--- config.mk ---
export PLATFORM = sky130hd
export DESIGN_NAME = cpaw_core
export DESIGN_NICKNAME = d
export VERILOG_FILES = /design/src/core/cpaw_pkg.sv /design/src/core/cpaw_core.sv
export VERILOG_INCLUDE_DIRS = /design/src /design/src/core
export SDC_FILE = /design/constraint.sdc
export NUM_CORES = 1
export LEC_CHECK = 0
export BUFFER_PORTS_ARGS = -buffer_cell sky130_fd_sc_hd__buf_2
export CAP_MARGIN = 20
export CORE_MARGIN = 5
export CORE_UTILIZATION = 53
export DETAILED_ROUTE_END_ITERATION = 12
export MAX_ROUTING_LAYER = met4
export PLACE_DENSITY = 0.77
export SLEW_MARGIN = 20
export SYNTH_ARGS = -nofsm -noshare
export SYNTH_HDL_FRONTEND = slang
export SYNTH_SLANG_ARGS = --single-unit
--- constraint.sdc ---
create_clock -name clk_i -period 2.7 [get_ports clk_i]
set_input_delay 0.135 -clock clk_i [delete_from_list [all_inputs] [get_ports clk_i]]
set_output_delay 0.135 -clock clk_i [all_outputs]
set_load 0.005 [all_outputs]
--- src/core/cpaw_params.svh ---
`ifndef CPAW_PARAMS_SVH
`define CPAW_PARAMS_SVH
`define CPAW_CLK_NS        10
`define CPAW_CPU_PERIOD_NS 100
`define CPAW_CPU_DIV       (`CPAW_CPU_PERIOD_NS / `CPAW_CLK_NS)
`define CPAW_BASE_STATES   2
`define CPAW_RAM_WAITS     1
`define CPAW_IO_WAITS      1
`define CPAW_ROM_WAITS     2
`define CPAW_DMA_CYCLE_NS  1000
`define CPAW_DMA_TICKS     (`CPAW_DMA_CYCLE_NS / `CPAW_CPU_PERIOD_NS)
`define CPAW_REF_PERIOD    100
`define CPAW_REF_TICKS     3
`define CPAW_DESC_BYTES    8
`define CPAW_ROM_BASE      24'hFC_0000
`define CPAW_RAM_TOP       24'h10_0000
`define CPAW_SEG_LAST      16'hFFFF
`endif

--- src/core/cpaw_pkg.sv ---
package cpaw_pkg;
  typedef enum logic [1:0] {CPAW_RAM, CPAW_ROM, CPAW_IO, CPAW_DMA}
    cpaw_space_type;
  typedef struct packed {
    logic [15:0] selector;
    logic [15:0] offset;
  } cpaw_ptr_type;
  typedef struct packed {
    logic        present;
    logic [23:0] base;
  } cpaw_desc_type;
endpackage

--- src/core/cpaw_core.sv ---
`timescale 1ns/1ns
`include "cpaw_params.svh"
module cpaw_core
  import cpaw_pkg::*;
(
  // Clock, reset and enable.
  input  wire logic          clk_i,
  input  wire logic          rst_n_i,
  input  wire logic          ce_i,
  // Address request.
  input  wire logic          req_i,
  input  wire logic          prot_i,
  input  wire logic          word_i,
  input  wire logic          seg_load_i,
  input  wire cpaw_ptr_type  ptr_i,
  input  wire cpaw_space_type space_i,
  // Descriptor table answer.
  input  wire logic          desc_valid_i,
  input  wire cpaw_desc_type desc_i,
  // Results.
  output logic [23:0]        addr_o,
  output logic               addr_valid_o,
  output logic               fault_o,
  output logic               desc_fetch_o,
  output logic [2:0]         desc_byte_o,
  output logic               cyc_done_o,
  output logic               cpu_tick_o,
  output logic               dma_tick_o,
  output logic               refresh_o
);

  typedef enum logic [1:0] {ST_IDLE, ST_FETCH, ST_WAIT} cpaw_state_type;

  // Number of processor states for a bus cycle in a given space.
  function automatic logic [3:0] cyc_states(input cpaw_space_type s);
    case (s)
      CPAW_RAM: cyc_states = 4'(`CPAW_BASE_STATES + `CPAW_RAM_WAITS);
      CPAW_ROM: cyc_states = 4'(`CPAW_BASE_STATES + `CPAW_ROM_WAITS);
      CPAW_IO:  cyc_states = 4'(`CPAW_BASE_STATES + `CPAW_IO_WAITS);
      default:  cyc_states = 4'(`CPAW_DMA_TICKS);
    endcase
  endfunction

  cpaw_state_type state, next_state;
  logic [3:0]  div, next_div;
  logic [3:0]  wcnt, next_wcnt;
  logic        dma_ph, next_dma_ph;
  logic [6:0]  ref_cnt, next_ref_cnt;
  logic [23:0] cache_base, next_cache_base;
  logic        cache_ok, next_cache_ok;
  logic [2:0]  dbyte, next_dbyte;
  logic [23:0] next_addr;
  logic        next_addr_valid, next_fault, next_fetch, next_done;
  logic        next_cpu_tick, next_dma_tick, next_refresh;
  cpaw_space_type space, next_space;
  logic [15:0] off, next_off;
  logic        wrd, next_wrd;
  logic        tick;
  logic [23:0] real_addr;

  assign tick = (div == 4'(`CPAW_CPU_DIV - 1));
  // Segment shift plus offset; low nibble zero; the carry into bit 20 is kept.
  assign real_addr = {4'h0, ptr_i.selector, 4'h0} + {8'h00, ptr_i.offset};

  // Base timing runs free of requests, so a bus cycle starts anywhere inside
  // a processor state and its first state may be cut short.
  always_comb begin
    next_div      = tick ? 4'h0 : div + 4'h1;
    next_dma_ph   = dma_ph;
    next_ref_cnt  = ref_cnt;
    next_cpu_tick = tick;
    next_dma_tick = 1'b0;
    next_refresh  = refresh_o;
    if (tick) begin
      next_dma_ph   = ~dma_ph;
      next_dma_tick = dma_ph;
      next_ref_cnt  = (ref_cnt == 7'(`CPAW_REF_PERIOD - 1)) ?
                      7'h00 : ref_cnt + 7'h01;
      next_refresh  = (ref_cnt < 7'(`CPAW_REF_TICKS));
    end
  end

  // Timing registers; the enable freezes them with the rest of the block.
  always_ff @(posedge clk_i) begin
    if (!rst_n_i) begin
      div        <= 4'h0;
      dma_ph     <= 1'b0;
      ref_cnt    <= 7'h00;
      cpu_tick_o <= 1'b0;
      dma_tick_o <= 1'b0;
      refresh_o  <= 1'b0;
    end else if (ce_i) begin
      div        <= next_div;
      dma_ph     <= next_dma_ph;
      ref_cnt    <= next_ref_cnt;
      cpu_tick_o <= next_cpu_tick;
      dma_tick_o <= next_dma_tick;
      refresh_o  <= next_refresh;
    end
  end

  // Next-state logic for translation and wait states.
  always_comb begin
    next_state      = state;
    next_wcnt       = wcnt;
    next_cache_base = cache_base;
    next_cache_ok   = cache_ok;
    next_dbyte      = dbyte;
    next_addr       = addr_o;
    next_addr_valid = 1'b0;
    next_fault      = 1'b0;
    next_fetch      = desc_fetch_o;
    next_done       = 1'b0;
    next_space      = space;
    next_off        = off;
    next_wrd        = wrd;
    case (state)
      ST_IDLE: begin
        if (req_i && prot_i && (seg_load_i || !cache_ok)) begin
          next_state = ST_FETCH;
          next_fetch = 1'b1;
          next_dbyte = 3'h0;
          next_off   = ptr_i.offset;
          next_space = space_i;
          next_wrd   = word_i;
        end else if (req_i) begin
          next_space = space_i;
          next_wrd   = word_i;
          next_off   = ptr_i.offset;
          if (word_i && ptr_i.offset == `CPAW_SEG_LAST) begin
            next_fault = 1'b1;
          end else begin
            // Any access allowed; base plus offset.
            next_addr  = prot_i ? cache_base + {8'h00, ptr_i.offset}
                                : real_addr;
            next_state = ST_WAIT;
            next_wcnt  = 4'h0;
          end
        end
      end
      ST_FETCH: begin
        if (tick && dbyte != 3'(`CPAW_DESC_BYTES - 1)) begin
          next_dbyte = dbyte + 3'h1;
        end
        if (desc_valid_i && dbyte == 3'(`CPAW_DESC_BYTES - 1)) begin
          next_fetch = 1'b0;
          if (!desc_i.present) begin
            next_fault    = 1'b1;
            next_cache_ok = 1'b0;
            next_state    = ST_IDLE;
          end else begin
            next_cache_base = desc_i.base;
            next_cache_ok   = 1'b1;
            next_addr  = desc_i.base + {8'h00, off};
            next_state = ST_WAIT;
            next_wcnt  = 4'h0;
          end
        end
      end
      ST_WAIT: begin
        if (tick) begin
          next_wcnt = wcnt + 4'h1;
          if (wcnt + 4'h1 == cyc_states(space)) begin
            next_addr_valid = 1'b1;
            next_done       = 1'b1;
            next_state      = ST_IDLE;
          end
        end
      end
      default: next_state = ST_IDLE;
    endcase
  end

  // Translation register stage; the enable freezes everything.
  always_ff @(posedge clk_i) begin
    if (!rst_n_i) begin
      state        <= ST_IDLE;
      wcnt         <= 4'h0;
      cache_base   <= 24'h00_0000;
      cache_ok     <= 1'b0;
      dbyte        <= 3'h0;
      addr_o       <= 24'h00_0000;
      addr_valid_o <= 1'b0;
      fault_o      <= 1'b0;
      desc_fetch_o <= 1'b0;
      cyc_done_o   <= 1'b0;
      space        <= CPAW_RAM;
      off          <= 16'h0000;
      wrd          <= 1'b0;
    end else if (ce_i) begin
      state        <= next_state;
      wcnt         <= next_wcnt;
      cache_base   <= next_cache_base;
      cache_ok     <= next_cache_ok;
      dbyte        <= next_dbyte;
      addr_o       <= next_addr;
      addr_valid_o <= next_addr_valid;
      fault_o      <= next_fault;
      desc_fetch_o <= next_fetch;
      cyc_done_o   <= next_done;
      space        <= next_space;
      off          <= next_off;
      wrd          <= next_wrd;
    end
  end

  assign desc_byte_o = dbyte;

endmodule

==> summary.txt, run 1 <==
Run status
  • Status: completed

Placed design
  • DPL Wire Length: 14600 um
  • Post-Place Worst Slack: -0.141 ns
  • Port Buffer Count: 100
  • RD Place Congestion: 0.920

Route
  • First-pass DRT Iterations: 5
  • DRC Markers: 0
  • Drt total wl: 20000 um
  • ANT nets after route: 0
  • Routed via count: 6833
  • Via-to-Cell Ratio: 5.98
  • Routed len/inst: 17.5 um
  • Iter 0 DRT Violations: 615

Pwr
  • Max IR drop VDD: 0.000411 V
  • Leak Pwr: 3.30 nW
  • Overall power: 3.62 mW
  • Power per cell area: 463 mW/mm^2

STA
  • Unrepaired setup endpoints after global routing: true
  • Setup Viol. Count Final: 0
  • Setup ws final: 0.110 ns
  • Final period util: 95.9%
  • Final Hold Fails: 0
  • Final Skew: 0.00724 ns
  • Max-slew headroom: 42.9%
  • Slew Viols, Final: 0
  • Max Clk Rate: 386 MHz
  • Worst-margin pin slew: 0.854 ns
  • Crit path time final: 2.59 ns

Floorplanning
  • Core Region: 0.0121 sq mm
  • Die width: 122 um
  • FP Rows: 40
  • Initial Utilization: 54.6%
  • Die area: 0.0148 sq mm
  • Ports: 101
  • Die height: 122 um

Clocking
  • CTS Buf Count: 9
  • Maximum root-to-sink buffer count: 2
  • CTS tree: built
  • Clock transition at the registers of the reported paths: 0.07 ns
  • Clock Tree Root: clkbuf_16
  • Worst skew pair latency: 0.35 ns
  • CTS Sinks: 94
  • H-Tree Level Count: 3
  • Hold-fix buffers at CTS: 0

Worst setup path
  • CP max stage delay: 0.42 ns
  • CP Max Fanout: 2
  • Startpoint class of the critical path: register
  • Reg2reg path depth: 11
  • CP dominant cell by count: a21oi_2
  • Critical Path End Type: register
  • CP max stage cell: o41ai_1
  • Arrival time worst endpoint: 2.82 ns
  • FF-to-FF Start: off[0]$_SDFFE_PN0P_
  • Reg-to-Reg End: addr_o[18]$_SDFFE_PN0P_
  • Crit-path leading delay family: compound AO/OA/AOI/OAI gates
  • Internal reg-to-reg setup slack: 0.11 ns
  • Crit path kind: register to register
  • Critical Path, Cell by Cell: ha_2 > inv_1 > fa_1 > nand2b_1 > a21oi_2 > o211ai_1 > a21oi_2 > a21oi_1 > mux2i_1 > o41ai_1 > a31oi_1
  • Critical Path RT: 2.93 ns
  • Worst path bufs/invs: 1

Logic synthesis
  • Syn Inst Count: 874
  • Top FF cell, synth: dfxtp_1
  • Syn Area/Cell: 7.56 sq um
  • Synthesized area: 0.00661 sq mm
  • Post-Syn Nets: 992
  • EDFF count, synth: 0
  • Netlist cell types: 64
  • Sequential fraction of the synthesis area: 28.5%
  • Yosys reg bits: 94
  • YS warnings: 0
  • Fraction of registers with async set/reset: 0%

Global routing
  • First-pass GRT wire length: 32000 um
  • Antenna violations before repair: 0
  • Total grt overflow: 0
  • Vias in the first global route: 6529
  • Largest net degree at the start of global routing: 38
  • GRT Total Usage: 27.7%

Final layout
  • Layout cells sized above 1: 17.7%
  • Area growth, synth to finish: 18.4%
  • Multi-input logic area: 0.00461 sq mm
  • Most common cell after layout, fill and taps aside: nand2_1
  • FF/Latch Area: 0.00189 sq mm
  • Nets@finish: 1092
  • Number of fill cells: 1131
  • ANT cells: 0
  • Commonest cells after routing, fill and taps aside: nand2_1 (139), a21oi_1 (105), buf_2 (100), dfxtp_1 (91), nor2_1 (65)

Worst hold path
  • Min-Delay Path Class: input port to register
  • Hold path cells: 3
  • Hold EP: space[0]$_SDFFE_PN0P_
  • Worst hold start: space_i[0]

Flow run
  • MaxCap Viol Count: 0
[power by group]
part           switching [mW]  internal, mW
combinational           0.471         0.327
clock                   0.533         0.816
sequential             0.0369          1.44
[flip-flops by register name, indices dropped and copies added (netlist names), 3 cells and up]
name	cells
div	4
cache_base	24
off	16
addr_o	24
desc_byte_o	3
ref_cnt	7
wcnt	4
[final cells by class]
type                            instances  share of cell area [%]
Inverter                               17                   0.815
Multi-Input combinational cell        724                    59.0
Clock buffer                           10                    3.05
Sequential cell                        94                    24.1
Tap cell                              168                    2.69
Clock inverter                          2                   0.768
Timing Repair Buffer                  128                    9.61
[metrics by stage]
stage               util [%]  hold slack [ns]  TNS (ns)  instance area, sq um  std cells
global route            64.6           0.0433   -0.0135                  7830       1143
detailed placement      61.2            0.393    -0.417                  7410       1130
finish                  64.6           0.0321         0                  7830       1143
CTS                     63.9           0.0214         0                  7730       1142
floorplan                  -            0.271         0                  6610        874
global placement        61.2            0.388    -0.153                  7410       1130
[how the worst max path moves through the flow]
| stage | start | to | slack (ns) | cells past startpoint |
|---|---|---|---|---|
| 4_1_cts | off[1]$_SDFFE_PN0P_ | addr_o[17]$_SDFFE_PN0P_ | 0.01 | 9 |
| 5_1_grt | off[0]$_SDFFE_PN0P_ | addr_o[18]$_SDFFE_PN0P_ | -0.01 | 11 |
| 2_1_floorplan | cache_base[0]$_SDFFE_PN0P_ | addr_o[16]$_SDFFE_PN0P_ | 0.08 | 11 |
| 6_report | off[0]$_SDFFE_PN0P_ | addr_o[18]$_SDFFE_PN0P_ | 0.11 | 11 |
| 3_3_place_gp | cache_base[0]$_SDFFE_PN0P_ | addr_o[16]$_SDFFE_PN0P_ | -0.06 | 11 |
| 3_5_place_dp | cache_base[0]$_SDFFE_PN0P_ | addr_o[16]$_SDFFE_PN0P_ | -0.14 | 11 |
[worst reg2reg max path, cell delays in order (launching register included)]
cell	delay, ns
dfxtp_2	0.32
ha_2	0.17
inv_1	0.05
fa_1	0.37
nand2b_1	0.19
a21oi_2	0.20
o211ai_1	0.21
a21oi_2	0.22
a21oi_1	0.07
mux2i_1	0.13
o41ai_1	0.42
a31oi_1	0.12
[what timing repair did]
action / in CTS / in global routing
setup buffers: 0 / 1
pin swaps: 2 / 15
endpoints found under the setup margin: 4 / 14
gates resized for setup: 5 / 18
[per-layer routing]
metal | share of wire, % | vias to the layer above | track usage, % | routed length (um)
met5 | 0 | - | - | 0
li1 | - | 3370 | - | -
met2 | 47 | 245 | 45.0 | 9460
met4 | 2.6 | 0 | 10.0 | 529
met1 | 44 | 3172 | 34.2 | 8770
met3 | 6.2 | 46 | 5.48 | 1230
[Yosys cell counts, drive strengths merged (18+ instances only)]
cell type / number / area (sq um)
xnor2: 29 / 254
a211oi: 18 / 140
o21ai: 54 / 274
ha: 48 / 601
a21o: 20 / 150
dfxtp: 94 / 1880
nand2: 139 / 522
a31oi: 18 / 134
nor2: 66 / 248
a21oi: 107 / 536
clkbuf: 34 / 128
nand3: 27 / 135
[kinds of logic (layout without fill, tap and decap cells)]
| family | Yosys count | after routing | share of synthesized area [%] |
|---|---|---|---|
| XOR/XNOR | 46 | 46 | 6.09 |
| AND/OR/NAND/NOR | 333 | 333 | 23.4 |
| buffers and inverters | 56 | 157 | 3.27 |
| flip-flops | 94 | 94 | 28.5 |
| multiplexers | 9 | 9 | 1.36 |
| AO/OA/AOI/OAI | 285 | 285 | 27.4 |
| adder cells (fa/ha/maj) | 51 | 51 | 9.99 |
Power figures use the tool's default switching activity.
==> run 2: changes to the inputs <==
--- a/config.mk
+++ b/config.mk
@@ -6,10 +6,11 @@
 export SDC_FILE = /design/constraint.sdc
 export NUM_CORES = 1
 export LEC_CHECK = 0
+export ABC_AREA = 1
 export BUFFER_PORTS_ARGS = -buffer_cell sky130_fd_sc_hd__buf_2
 export CAP_MARGIN = 20
 export CORE_MARGIN = 5
-export CORE_UTILIZATION = 53
+export CORE_UTILIZATION = 54
 export DETAILED_ROUTE_END_ITERATION = 12
 export MAX_ROUTING_LAYER = met4
 export PLACE_DENSITY = 0.77
==> run 2 against run 1 <==
Compared with the run above:
- sequential power barely moved
- routed wire length rose by 22%
- largest power group unchanged
- synthesized cell count rose by 42%
- sequential cell count did not move
- first-iteration DRC count rose by 58%
- clock-buffer cell count did not move
- clock skew rose by 0.0064 ns
- largest cell class unchanged
- maximum frequency rose by 10%
- sequential share of layout area fell by 1.8 points
- global-route usage rose by 2.1 points
- non-clock buffer count fell by 22
- final cell count rose by 32%
==> summary.txt, run 2 <==
Logic synthesis
  • Synthesized area: 0.00752 sq mm (+14%)
  • Top cell types by occurrence after synthesis: nand2_1 (320), inv_1 (176), nor2_1 (121), a21oi_1 (118), nand3_1 (99)
  • Post-synth top area share: 25.0% (-3.4 points)
  • Post-Syn Nets: 1357 (+37%)
  • Top FF cell, synth: dfxtp_1
  • Syn Area/Cell: 6.07 sq um (-20%)
  • Cell taking the most area after synthesis: dfxtp_1
  • EDFF count, synth: 0 (unchanged)
  • Leading post-synthesis cells by cell area: dfxtp_1 (25%), nand2_1 (16%), inv_1 (8.8%), ha_1 (8.0%), a21oi_1 (7.9%)
  • Sequential fraction of the synthesis area: 25.0% (-3.4 points)
  • Netlist cell types: 49 (-23%)
  • YS warnings: 0 (unchanged)
  • Yosys reg bits: 94 (unchanged)
  • Most frequent cell after synthesis: nand2_1
  • Fraction of registers with async set/reset: 0% (unchanged)
  • Syn Inst Count: 1239 (+42%)

Route
  • Iter 0 DRT Violations: 974 (+58%)
  • First-pass DRT Iterations: 6 (+1)
  • Via-to-Cell Ratio: 5.58 (-6.7%)
  • Metal1 wirelength: 11200 um (+28%)
  • Routed via count: 8426 (+23%)
  • ANT nets after route: 0 (unchanged)
  • DRC Markers: 0 (unchanged)
  • Routed len/inst: 16.1 um (-7.9%)
  • Met3 routed WL: 1960 um (+59%)
  • WL met2: 10500 um (+11%)
  • Drt total wl: 24300 um (+22%)
  • Max Used Layer: met4

Global routing
  • Antenna violations before repair: 0 (unchanged)
  • Largest net degree at the start of global routing: 50 (+32%)
  • Total grt overflow: 0 (unchanged)
  • First-pass GRT wire length: 37700 um (+18%)
  • GRT Total Usage: 29.8% (+2.1 points)
  • Vias in the first global route: 7505 (+15%)

STA
  • Crit path time final: 2.35 ns (-0.241 ns)
  • Final period util: 87.0% (-8.9 points)
  • Final Hold Fails: 0 (unchanged)
  • Hold WS: 0.0185 ns (-0.0136 ns)
  • Setup TNS: 0 ns (unchanged)
  • Final Skew: 0.0136 ns (+0.00640 ns)
  • Max-slew headroom: 58.9% (+16 points)
  • Setup Viol. Count Final: 0 (unchanged)
  • Max Clk Rate: 426 MHz (+10%)
  • Slew Viols, Final: 0 (unchanged)
  • Unrepaired setup endpoints after global routing: false
  • Worst-margin pin slew: 0.615 ns (-0.239 ns)

Clocking
  • Post-CTS setup repair buffer count: 0 (unchanged)
  • Clock transition at the registers of the reported paths: 0.07 ns (about the same)
  • Worst skew pair latency: 0.36 ns (about the same)
  • Clock Tree Root: clkbuf_16
  • Maximum root-to-sink buffer count: 2 (unchanged)
  • CTS tree: built
  • CTS Buf Count: 9 (unchanged)
  • PostCTS Resize Cnt: 0 (-5)
  • CTS Sinks: 94 (unchanged)
  • Hold-fix buffers at CTS: 0 (unchanged)
  • H-Tree Level Count: 3 (unchanged)

Final layout
  • Most common cell after layout, fill and taps aside: nand2_1
  • Commonest cells after routing, fill and taps aside: nand2_1 (320), inv_1 (176), nor2_1 (121), a21oi_1 (118), buf_2 (100)
  • Top Registers: addr_o x24, cache_base x24, off x16
  • Nets@finish: 1443 (+32%)
  • Area growth, synth to finish: 12.1%
  • Number of fill cells: 1411 (+25%)
  • Layout cells sized above 1: 11.1% (-6.6 points)
  • ANT cells: 0 (unchanged)

Floorplanning
  • Die width: 128 um (+5.2%)
  • Core Region: 0.0138 sq mm (+14%)
  • Ports: 101 (unchanged)
  • Die height: 128 um (+5.2%)
  • Die area: 0.0164 sq mm (+11%)
  • Initial Utilization: 54.6% (about the same)
  • FP Rows: 43 (+7.5%)

Pwr
  • Leak Pwr: 4.27 nW (+30%)
  • Max IR drop VDD: 0.000366 V (-11%)
  • Overall power: 3.74 mW (+3.3%)
  • Power per cell area: 444 mW/mm^2 (-4.1%)

Worst hold path
  • Min-Delay Path Class: input port to register

Worst setup path
  • Startpoint class of the critical path: register
  • CP Max Fanout: 4 (+2)
  • Arrival time worst endpoint: 2.60 ns (-0.22 ns)
  • Critical Path RT: 2.95 ns (+0.02 ns)
  • Critical Path End Type: register
  • Internal reg-to-reg setup slack: 0.35 ns (+0.24 ns)
  • Crit path kind: register to register

Placed design
  • DPL Wire Length: 19300 um (+32%)
  • Port Buffer Count: 100 (unchanged)
  • RD Place Congestion: 1.02 (+11%)

Run status
  • Status: completed

Flow run
  • MaxCap Viol Count: 0 (unchanged)
run 2: changes by cell type after synthesis, sizes merged, moves of 12 or more:
cell    delta
a211oi    -16
a21o      -18
a21oi     +17
a31oi     -16
clkbuf    -12
inv      +164
nand2    +183
nand2b    -14
nand3     +74
nor2      +57
o21ai     +52
xnor2     -26
run 2: cell families after synthesis:
group	Yosys count	synth area share (%)
XOR/XNOR	17	1.98
adder cells (fa/ha/maj)	51	8.79
AO/OA/AOI/OAI	255	18.3
multiplexers	1	0.133
AND/OR/NAND/NOR	607	34.5
flip-flops	94	25.0
buffers and inverters	214	11.3
run 2: final timing paths:
path	startpoint	end	depth (start not counted)
worst max-delay path	off[0]$_SDFFE_PN0P_	addr_o[16]$_SDFFE_PN0P_	15
worst min-delay path	space_i[1]	space[1]$_SDFFE_PN0P_	3
worst max register to register	off[0]$_SDFFE_PN0P_	addr_o[16]$_SDFFE_PN0P_	15
worst min register to register	cache_base[4]$_SDFFE_PN0P_	cache_base[4]$_SDFFE_PN0P_	2
run 2: stage by stage:
| step | setup slack (ns) | utilization (%) | instances | cell area [sq um] |
|---|---|---|---|---|
| after CTS | 0.408 | 61.2 | 1510 | 8430 |
| after global placement | 0.469 | 59.0 | 1494 | 8130 |
| after floorplan | 0.805 | - | 1239 | 7520 |
| final | 0.351 | 61.2 | 1510 | 8430 |
| after detailed placement | 0.440 | 59.0 | 1494 | 8130 |
| after global routing | 0.162 | 61.2 | 1510 | 8430 |
run 2: critical path, stage by stage, from the launching register on:
cell and delay (ns):
dfxtp_1 0.33, ha_1 0.27, inv_1 0.08, fa_1 0.40
inv_1 0.11, nand3_1 0.07, nand3_1 0.14, nand2_1 0.08
nand2_1 0.15, nand3_1 0.12, nand2_1 0.13, nand2_1 0.06
nand3_1 0.06, nand2_1 0.05, a21oi_1 0.13, nor2_1 0.05
run 2: report_power, final:
group / internal, mW / switching, mW / total (mW)
Sequential: 1.46 / 0.0506 / 1.51
Clock: 0.667 / 0.612 / 1.28
Combinational: 0.321 / 0.636 / 0.957
run 2: layout make-up:
cell class | count | area [sq um] | share of cell area (%)
clock buffers | 10 | 239 | 2.84
clock inverters | 6 | 53.8 | 0.639
inverters | 183 | 689 | 8.18
multi-input cells | 931 | 4790 | 56.9
flip-flops and latches | 94 | 1880 | 22.3
well taps | 180 | 225 | 2.67
repair buffers | 106 | 546 | 6.47
run 2: per-layer routing:
| layer | vias to the layer above | GRT usage, % |
|---|---|---|
| met5 | - | - |
| met4 | 0 | 10.9 |
| met1 | 3816 | 41.1 |
| met3 | 48 | 4.79 |
| li1 | 4216 | - |
| met2 | 346 | 44.0 |
